File: src/rtl/cod_map.svh
// Register offsets, field positions, reset values and gain and driver constants of the output driver control bank.
`ifndef COD_MAP_SVH
`define COD_MAP_SVH

// ==========================================================================
// Register offsets
`define COD_OFS_DAC_PWR    8'h25
`define COD_OFS_HP_CTRL    8'h26
`define COD_OFS_RSVD_27    8'h27
`define COD_OFS_OUT_STAGE  8'h28

// ==========================================================================
// Field positions
`define COD_DAC_PWR_LEFT_BIT    7
`define COD_DAC_PWR_RIGHT_BIT   6
`define COD_LCOM_HI             5
`define COD_LCOM_LO             4
`define COD_RCOM_HI             5
`define COD_RCOM_LO             3
`define COD_PROT_EN_BIT         2
`define COD_PROT_MODE_BIT       1
`define COD_VCM_HI              7
`define COD_VCM_LO              6
`define COD_L2L_HI              5
`define COD_L2L_LO              4
`define COD_L2R_HI              3
`define COD_L2R_LO              2
`define COD_STEP_HI             1
`define COD_STEP_LO             0

// ==========================================================================
// Writable masks and reset values
`define COD_DAC_PWR_WMASK   8'hF0
`define COD_HP_CTRL_WMASK   8'h3E
`define COD_OUT_STAGE_WMASK 8'hFF
`define COD_DAC_PWR_RST     8'h00
`define COD_HP_CTRL_RST     8'h00
`define COD_RSVD_27_VAL     8'h00
`define COD_OUT_STAGE_RST   8'h00

// ==========================================================================
// Gain and driver count
`define COD_GAIN_W          7
`define COD_GAIN_RST        7'h00
`define COD_NUM_DRV         4

`endif

File: src/rtl/cod_pkg.sv
// Types shared by the output driver control bank and its gain stepper.
package cod_pkg;

  typedef enum logic [1:0] {
    COD_STEP_EVERY_FS   = 2'h0,
    COD_STEP_EVERY_2FS  = 2'h1,
    COD_STEP_OFF        = 2'h2,
    COD_STEP_RSVD       = 2'h3
  } cod_step_rate_e;

  typedef enum logic [1:0] {
    COD_LCOM_DIFF   = 2'h0,
    COD_LCOM_VCM    = 2'h1,
    COD_LCOM_SE     = 2'h2,
    COD_LCOM_RSVD   = 2'h3
  } cod_lcom_mode_e;

  typedef enum logic [2:0] {
    COD_RCOM_DIFF_MAIN = 3'h0,
    COD_RCOM_VCM       = 3'h1,
    COD_RCOM_SE        = 3'h2,
    COD_RCOM_DIFF_LCOM = 3'h3,
    COD_RCOM_EXT_FB    = 3'h4
  } cod_rcom_mode_e;

  typedef logic [6:0] cod_gain_t;

endpackage

File: src/rtl/cod_step_if.sv
// Carrier between the register bank and the output gain stepper.
`timescale 1ns/1ps
`default_nettype none
interface cod_step_if;
  import cod_pkg::*;
  logic           fs_tick;
  cod_step_rate_e rate;
  cod_gain_t      target;
  cod_gain_t      applied;
  logic           settled;

  modport bank (output fs_tick, output rate, output target, input applied, input settled);
  modport stepper (input fs_tick, input rate, input target, output applied, output settled);
endinterface
`default_nettype wire

File: src/rtl/cod_gain_step.sv
// Output gain stepper that walks the applied gain toward the programmed gain.
`timescale 1ns/1ps
`default_nettype none
`include "cod_map.svh"
module cod_gain_step
  import cod_pkg::*;
(
  // Clock and reset
  input  wire logic CORE_CLK,
  input  wire logic RST,
  // Stepping control
  cod_step_if.stepper st
);

  cod_gain_t applied_reg;
  cod_gain_t applied_next;
  logic      phase_reg;
  logic      phase_next;
  logic      step_due;

  // ==========================================================================
  // Stepping
  // gain walk
  always_comb begin
    phase_next   = phase_reg;
    applied_next = applied_reg;
    step_due     = 1'b0;
    if (st.fs_tick) begin
      phase_next = ~phase_reg;
      case (st.rate)
        COD_STEP_EVERY_FS:  step_due = 1'b1;
        COD_STEP_EVERY_2FS: step_due = phase_reg;
        default:            step_due = 1'b0;
      endcase
    end
    // The reserved rate code is treated as disabled so the gain never stalls.
    if ((st.rate == COD_STEP_OFF) || (st.rate == COD_STEP_RSVD)) begin
      applied_next = st.target;
      phase_next   = 1'b0;
    end else if (step_due && (applied_reg != st.target)) begin
      if (applied_reg < st.target) begin
        applied_next = applied_reg + 7'h01;
      end else begin
        applied_next = applied_reg - 7'h01;
      end
    end
  end

  always_ff @(posedge CORE_CLK or posedge RST) begin
    if (RST) begin
      applied_reg <= `COD_GAIN_RST;
      phase_reg   <= 1'b0;
    end else begin
      applied_reg <= applied_next;
      phase_reg   <= phase_next;
    end
  end

  assign st.applied = applied_reg;
  assign st.settled = (applied_reg == st.target);

endmodule
`default_nettype wire

File: src/rtl/cod_out_drv_regs.sv
// Output driver control register bank with short protection and output gain soft-stepping.
`timescale 1ns/1ps
`default_nettype none
`include "cod_map.svh"
module cod_out_drv_regs
  import cod_pkg::*;
(
  // Clock and reset
  input  wire logic       CORE_CLK,
  input  wire logic       RST,
  // Register port from the control bus front end
  input  wire logic [7:0] REG_ADDR,
  input  wire logic       REG_WR,
  input  wire logic       REG_RD,
  input  wire logic [7:0] REG_WDATA,
  output logic      [7:0] REG_RDATA,
  // Power and driver configuration
  output logic            LEFT_DAC_PWR,
  output logic            RIGHT_DAC_PWR,
  output logic      [1:0] LEFT_COMPLEMENTARY_HP_DRIVER_MODE,
  output logic      [2:0] RIGHT_COMPLEMENTARY_HP_DRIVER_MODE,
  output logic      [1:0] COMMON_MODE_LEVEL,
  output logic      [1:0] LEFT_LINE_TWO_INPUT_BYPASS,
  output logic      [1:0] RIGHT_LINE_TWO_INPUT_BYPASS,
  // Short protection, one bit per high-power driver
  input  wire logic [3:0] SHORT_DETECT,
  output logic      [3:0] DRV_CURRENT_LIMIT,
  output logic      [3:0] DRV_POWER_DOWN,
  // Output gain soft-stepping
  input  wire logic       FS_TICK,
  input  wire logic [6:0] TARGET_GAIN,
  output logic      [6:0] APPLIED_GAIN,
  output logic            GAIN_SETTLED
);

  logic [7:0] dac_pwr_reg;
  logic [7:0] dac_pwr_next;
  logic [7:0] hp_ctrl_reg;
  logic [7:0] hp_ctrl_next;
  logic [7:0] out_stage_reg;
  logic [7:0] out_stage_next;
  logic [7:0] rdata_reg;
  logic [7:0] rdata_next;
  logic [3:0] short_meta_reg;
  logic [3:0] short_sync_reg;
  logic [3:0] limit_reg;
  logic [3:0] limit_next;
  logic [3:0] pdown_reg;
  logic [3:0] pdown_next;
  logic       prot_en;
  logic       prot_mode;

  cod_step_if step_bus ();

  // ==========================================================================
  // Register writes
  always_comb begin
    dac_pwr_next   = dac_pwr_reg;
    hp_ctrl_next   = hp_ctrl_reg;
    out_stage_next = out_stage_reg;
    if (REG_WR) begin
      case (REG_ADDR)
        // power write, low bits held zero
        `COD_OFS_DAC_PWR:   dac_pwr_next = REG_WDATA & `COD_DAC_PWR_WMASK;
        // driver control write, reserved bits held zero
        `COD_OFS_HP_CTRL:   hp_ctrl_next = REG_WDATA & `COD_HP_CTRL_WMASK;
        `COD_OFS_OUT_STAGE: out_stage_next = REG_WDATA & `COD_OUT_STAGE_WMASK;
        default:            dac_pwr_next = dac_pwr_reg;
      endcase
    end
  end

  // ==========================================================================
  // Register reads
  always_comb begin
    rdata_next = rdata_reg;
    if (REG_RD) begin
      case (REG_ADDR)
        `COD_OFS_DAC_PWR:   rdata_next = dac_pwr_reg;
        `COD_OFS_HP_CTRL:   rdata_next = hp_ctrl_reg;
        `COD_OFS_RSVD_27:   rdata_next = `COD_RSVD_27_VAL;
        `COD_OFS_OUT_STAGE: rdata_next = out_stage_reg;
        default:            rdata_next = 8'h00;
      endcase
    end
  end

  always_ff @(posedge CORE_CLK or posedge RST) begin
    if (RST) begin
      dac_pwr_reg   <= `COD_DAC_PWR_RST;
      hp_ctrl_reg   <= `COD_HP_CTRL_RST;
      out_stage_reg <= `COD_OUT_STAGE_RST;
      rdata_reg     <= 8'h00;
    end else begin
      dac_pwr_reg   <= dac_pwr_next;
      hp_ctrl_reg   <= hp_ctrl_next;
      out_stage_reg <= out_stage_next;
      rdata_reg     <= rdata_next;
    end
  end

  // ==========================================================================
  // Short protection
  // Detectors are analog comparators, so they pass two flip-flops first.
  always_ff @(posedge CORE_CLK or posedge RST) begin
    if (RST) begin
      short_meta_reg <= 4'h0;
      short_sync_reg <= 4'h0;
    end else begin
      short_meta_reg <= SHORT_DETECT;
      short_sync_reg <= short_meta_reg;
    end
  end

  assign prot_en   = hp_ctrl_reg[`COD_PROT_EN_BIT];
  assign prot_mode = hp_ctrl_reg[`COD_PROT_MODE_BIT];

  always_comb begin
    // limit follows the short while enabled in limit mode
    limit_next = (prot_en && !prot_mode) ? short_sync_reg : 4'h0;
    // shutdown latches until protection or its mode is cleared
    if (prot_en && prot_mode) begin
      pdown_next = pdown_reg | short_sync_reg;
    end else begin
      pdown_next = 4'h0;
    end
  end

  always_ff @(posedge CORE_CLK or posedge RST) begin
    if (RST) begin
      limit_reg <= 4'h0;
      pdown_reg <= 4'h0;
    end else begin
      limit_reg <= limit_next;
      pdown_reg <= pdown_next;
    end
  end

  // ==========================================================================
  // Gain stepper
  assign step_bus.fs_tick = FS_TICK;
  assign step_bus.rate    = cod_step_rate_e'(out_stage_reg[`COD_STEP_HI:`COD_STEP_LO]);
  assign step_bus.target  = TARGET_GAIN;

  cod_gain_step u_step (
    .CORE_CLK (CORE_CLK),
    .RST      (RST),
    .st       (step_bus.stepper)
  );

  // ==========================================================================
  // Outputs
  assign REG_RDATA                          = rdata_reg;
  assign LEFT_DAC_PWR                       = dac_pwr_reg[`COD_DAC_PWR_LEFT_BIT];
  assign RIGHT_DAC_PWR                      = dac_pwr_reg[`COD_DAC_PWR_RIGHT_BIT];
  assign LEFT_COMPLEMENTARY_HP_DRIVER_MODE  = dac_pwr_reg[`COD_LCOM_HI:`COD_LCOM_LO];
  assign RIGHT_COMPLEMENTARY_HP_DRIVER_MODE = hp_ctrl_reg[`COD_RCOM_HI:`COD_RCOM_LO];
  assign COMMON_MODE_LEVEL                  = out_stage_reg[`COD_VCM_HI:`COD_VCM_LO];
  assign LEFT_LINE_TWO_INPUT_BYPASS         = out_stage_reg[`COD_L2L_HI:`COD_L2L_LO];
  assign RIGHT_LINE_TWO_INPUT_BYPASS        = out_stage_reg[`COD_L2R_HI:`COD_L2R_LO];
  assign DRV_CURRENT_LIMIT                  = limit_reg;
  assign DRV_POWER_DOWN                     = pdown_reg;
  assign APPLIED_GAIN                       = step_bus.applied;
  assign GAIN_SETTLED                       = step_bus.settled;
endmodule
`default_nettype wire

File: config.mk
export PLATFORM = sky130hd
export DESIGN_NAME = cod_out_drv_regs
export DESIGN_NICKNAME = d
export VERILOG_FILES = /design/src/rtl/cod_pkg.sv /design/src/rtl/cod_step_if.sv /design/src/rtl/cod_gain_step.sv /design/src/rtl/cod_out_drv_regs.sv
export VERILOG_INCLUDE_DIRS = /design/src /design/src/rtl
export SDC_FILE = /design/constraint.sdc
export NUM_CORES = 1
export LEC_CHECK = 0
export ABC_AREA = 1
export BUFFER_PORTS_ARGS = -buffer_cell sky130_fd_sc_hd__buf_2
export CORE_AREA = 2 2 76 78
export CTS_BUF_LIST = sky130_fd_sc_hd__clkbuf_16
export CTS_CLUSTER_DIAMETER = 40
export DETAILED_ROUTE_END_ITERATION = 10
export DIE_AREA = 0 0 78 80
export PLACE_DENSITY = 0.82
export SLEW_MARGIN = 15
export SYNTH_ARGS = -nofsm -noshare
export SYNTH_HDL_FRONTEND = slang
export SYNTH_HIERARCHICAL = 1
export SYNTH_SLANG_ARGS = --single-unit
File: constraint.sdc
create_clock -name CORE_CLK -period 2.7 [get_ports CORE_CLK]
set_input_delay 0.27 -clock CORE_CLK [delete_from_list [all_inputs] [get_ports CORE_CLK]]
set_output_delay 0.27 -clock CORE_CLK [all_outputs]
set_load 0.05 [all_outputs]
Word level (Yosys, flattened, before mapping). Cells that the tools add are included.

Output and inout bits: 37. Register bits: 49. Word-level logic and storage cells: 44.

Eq/ne operators: 8. Muxes and demuxes: 10. Reductions and logical operators: 11. $lt $le $gt $ge: 1. Bitwise operators: 2. Add/sub/neg operators: 2.

Operators by type and width (count): $eq A8 B6 Y1 const B (3); $pmux W8 S3 (1); $mux W7 (3); $mux W4 (2); $add A7 B1 Y7 const B (1); $eq A7 B7 Y1 (1); $lt A7 B7 Y1 (1); $ne A7 B7 Y1 (1); $sub A7 B1 Y7 const B (1); $reduce_and A2 Y1 (3); $eq A2 B2 Y1 const B (2); $or A4 B4 Y4 (1); $reduce_bool A2 Y1 (2); $logic_and A1 B1 Y1 (3); $mux W1 (3); $eq A2 B1 Y1 const B (1); $logic_not A2 Y1 (1); $pmux W1 S2 (1); $logic_not A1 Y1 (1); $logic_or A1 B1 Y1 (1); $not A1 Y1 (1).

Depth between registers and ports, before layout.
Word-level depth: 6. Depth in mapped cells: 16. Gate-level depth less buffers: 16.

By module. Netlist, hierarchy kept.

Modules (own cells, without submodules): cod_out_drv_regs (area an instance 1730.4 um^2, cells each 191, times used 1); cod_gain_step (area an instance 875.8 um^2, cells each 118, times used 1).

Least setup slack after synthesis. OpenSTA, ideal clock, no wires.

Kind: reg-to-reg. Start: register u_step.applied_reg[6], in the netlist u_step/st.applied[6]. End: register u_step.applied_reg[5], in the netlist u_step/st.applied[5]. Arrival: 2.328 ns. Data required time: 2.576 ns. Period minus slack after synthesis: 2.451 ns. Slack: 0.249 ns. Setup time: 0.124 ns. Cell stages (with the launch flop): 13. Cells stage by stage: dfrtp_1 -> ha_1 -> nand2_2 -> inv_1 -> a21oi_2 -> nand2_2 -> ha_1 -> a21oi_2 -> or2_1 -> nand3_1 -> nand2_1 -> nand3_2 -> nand3_2.

Longest elaborated chain between the ends: 4. Elaborated cells on any way between the ends: 7. Classes of those cells: order compare: 1; eq/ne: 1; mux: 3; reduce/logical: 2.

Ends and longest elaborated chain: start, declared (line cod_gain_step.sv:15) `cod_gain_t applied_reg;`; start signal, assigned (line cod_gain_step.sv:51) `` applied_reg <= `COD_GAIN_RST; ``; start signal, assigned (line cod_gain_step.sv:54) `applied_reg <= applied_next;`; $lt A7 B7 Y1 (line cod_gain_step.sv:41) `if (applied_reg < st.target) begin`; $mux W7 (line cod_gain_step.sv:41); $mux W7 (line cod_gain_step.sv:40) `end else if (step_due && (applied_reg != st.target)) begin`; $mux W7 (line cod_gain_step.sv:37) `if ((st.rate == COD_STEP_OFF) || (st.rate == COD_STEP_RSVD)) begin`.

Several ways; a longest one is shown, not always the timed one. The select of a mux whose other input is x is not followed. A chain may end at the register's enable or synchronous reset.

Final worst setup path.
Start: register u_step.applied_reg[6], in the netlist u_step/st.applied[6]. End: register u_step.applied_reg[6], in the netlist u_step/st.applied[6].

Longest elaborated chain between the ends: 4. Elaborated cells on any way between the ends: 9. Classes of those cells: add/sub: 2; order compare: 1; eq/ne: 1; mux: 3; reduce/logical: 2.

Ends and longest elaborated chain: $sub A7 B1 Y7, or another cell as far along (line cod_gain_step.sv:44) `applied_next = applied_reg - 7'h01;`; $mux W7 (line cod_gain_step.sv:41); $mux W7 (line cod_gain_step.sv:40); $mux W7 (line cod_gain_step.sv:37).

Several ways; a longest one is shown, not always the timed one. The select of a mux whose other input is x is not followed.

==> results.cfg <==
[sta]
tightest_slew_ps = 498
setup_viol = 0
finalHoldViolCount = 0
timing.final.ws_setup_ps = 353
timing.final.crit_period_ps = 2350
finalMaxSlewViolations = 0
setup-tns-final_ps = 0
fmax_mhz = 426
fin_worst_skew_ps = 7.52
period_share = 0.869
rsz0062_at_grt = false
maxSlewHeadroom = 0.668

[grt]
grt_pass1_wl_um = 9320
grt_max_degree = 42
grt_overflow = 0
grt.total_usage = 0.185
antenna_found_initial = 0
grt_pass1_vias = 2079

[die]
rows = 27
fp.coreArea_um2 = 5410
die_area_um2 = 6240
ios = 69
dieWidth_um = 78
die_h_um = 80
start_util = 0.482

[synthesis]
synth_area_um2 = 2610
yosysTopAreaCellShare = 0.470
synth_area_leaders = dfrtp_1, nand2_1, inv_1
syn_area_per_cell_um2 = 8.43
yosysTopAreaCell = dfrtp_1
yosys_register_bits = 49
yosysUniqueCellTypes = 29
yosysWarnings = 6
synth-seq-area-share = 0.470
syn-num-nets = 354
synth_cells = 309

[finish]
final_cell_mix = nand2_1, buf_2, dfrtp_1, inv_1, nand3_1
final_core_util = 0.578
areaGrowthSynthToFinish_pct = 19.9
layout_commonest_cell = nand2_1
fin_nets = 417
drive_gt1_frac = 0.260
fill_cells = 524
antenna_cells = 0

[clock_tree]
clock_latency_ps = 280
path_clk_slew_ps = 70
postCtsSetupBuffers = 0
htree_num_levels = 2
cts_resized = 0
cts_buffers = 5
cts_hold_buf = 1
cts.sinks = 49
cts_tree = built
ctsRootBufferMaster = clkbuf_16
clk_path_buf_depth = 2

[route]
wl_per_cell_um = 12.1
viasPerCell = 4.91
drt_iter0_drc = 103
drt-total-wl_um = 5390
vias = 2183
firstDrtPassIters = 4
final_antenna_net_count = 0
drc_errors = 0

[placed_design]
post-place-ws_ps = 380
port_buffers = 68
hpwl_um = 4170
gp_congestion = 0.815

[worst_setup_path]
start_kind = flip-flop
crit_path_cell_trace = ha_1, nand2_2, inv_1, a21oi_2, nand2_2, ha_1, nand3_1, nand2_1, nand2_1, nand2_1, nand3_1, nand3_1, nand2_1
cpLargestDelayFamily = simple AND/OR/NAND/NOR gates
cp_slowest_stage_delay_ps = 440
crit_top_cell = nand2_1
crit_path_top_delay_cell = dfrtp_1
critPathKind = reg -> reg
worst-path-buf-inv = 1
critPathRequiredTime_ps = 2870
endpoint_kind = flip-flop
critical_path_peak_fanout = 7
crit_arrival_ps = 2520

[run_status]
outcome = finished, final reports clean

[job]
cap_viol_max_count = 0

[power_and_ir_drop]
p_per_area_nw_per_um2 = 610
p_leak_nw = 1.79
irDropWorstVdd_mv = 0.373

[hold_path]
hp-class = in -> reg
[where the power goes]
| group | switching [mW] | total, mW | internal (mW) |
|---|---|---|---|
| Sequential | 0.0341 | 0.803 | 0.769 |
| Clock | 0.272 | 0.715 | 0.443 |
| Combinational | 0.265 | 0.387 | 0.123 |
| Total | 0.570 | 1.90 | 1.33 |
[through the flow]
| stage | std cells | cell area [µm²] | hold WS, ps | power (mW) |
|---|---|---|---|---|
| floorplan | 309 | 2610 | 85.7 | 1.11 |
| global placement | 436 | 2940 | 252 | 1.19 |
| detailed placement | 436 | 2940 | 258 | 1.20 |
| CTS | 445 | 3120 | 85.1 | 1.92 |
| global route | 445 | 3120 | 73.9 | 2.00 |
| finish | 445 | 3120 | 87.8 | 1.90 |
[final timing paths]
kind                                            from                    to  slack (ps)  cells past startpoint
worst min-delay path                 SHORT_DETECT[1]     short_meta_reg[1]          90                      1
worst max register to register  u_step/st.applied[6]  u_step/st.applied[6]         350                     13
min in group asynchronous                        RST  u_step/st.applied[5]         500                      3
worst min register to register     short_meta_reg[1]     short_sync_reg[1]         360                      0
max in group asynchronous                        RST        hp_ctrl_reg[2]        1680                      4
worst max-delay path            u_step/st.applied[6]  u_step/st.applied[6]         350                     13
[final cells by class]
class / instances / area, µm² / area share
multi-input cells: 204 / 1120 / 0.358
well taps: 72 / 90.1 / 0.0288
flip-flops and latches: 49 / 1230 / 0.392
inverters: 42 / 158 / 0.0505
clock inverters: 3 / 47.5 / 0.0152
clock buffers: 5 / 125 / 0.0400
repair buffers: 70 / 358 / 0.115
[kinds of logic (layout without fill, tap and decap cells)]
family,Yosys count,after routing,share of synthesized area
simple gates,154,154,0.285
buf+inv,56,120,0.0999
flops,49,49,0.470
compound gates,34,34,0.0691
fa+ha+maj,13,13,0.0653
xor+xnor,3,3,0.0101
[per-layer routing]
layer,global-route usage,vias up,wire [µm]
met5,0,-,0
met4,0.0526,0,47
met3,0.0362,6,313
met2,0.328,68,2680
met1,0.231,1016,2350
li1,-,1093,-
[synth_stat cells]
master and n:
nand2_1 92, dfrtp_1 49, inv_1 41, nand3_1 28, o21ai_0 25, nor2_1 13
ha_1 12, buf_4 10, nor2_4 7, a21oi_1 5, nand2_2 4, nand3_2 3
a21oi_2 2, nand4_1 2, xor2_1 2, buf_2 1, buf_6 1, clkbuf_1 1
clkbuf_4 1, clkinv_1 1, fa_1 1, nand2_4 1, nand3_4 1, nand4_4 1
nor2_2 1, o21ai_1 1, o31ai_1 1, or2_1 1, xnor2_1 1
Note: power is estimated with default switching activity, not from simulation.
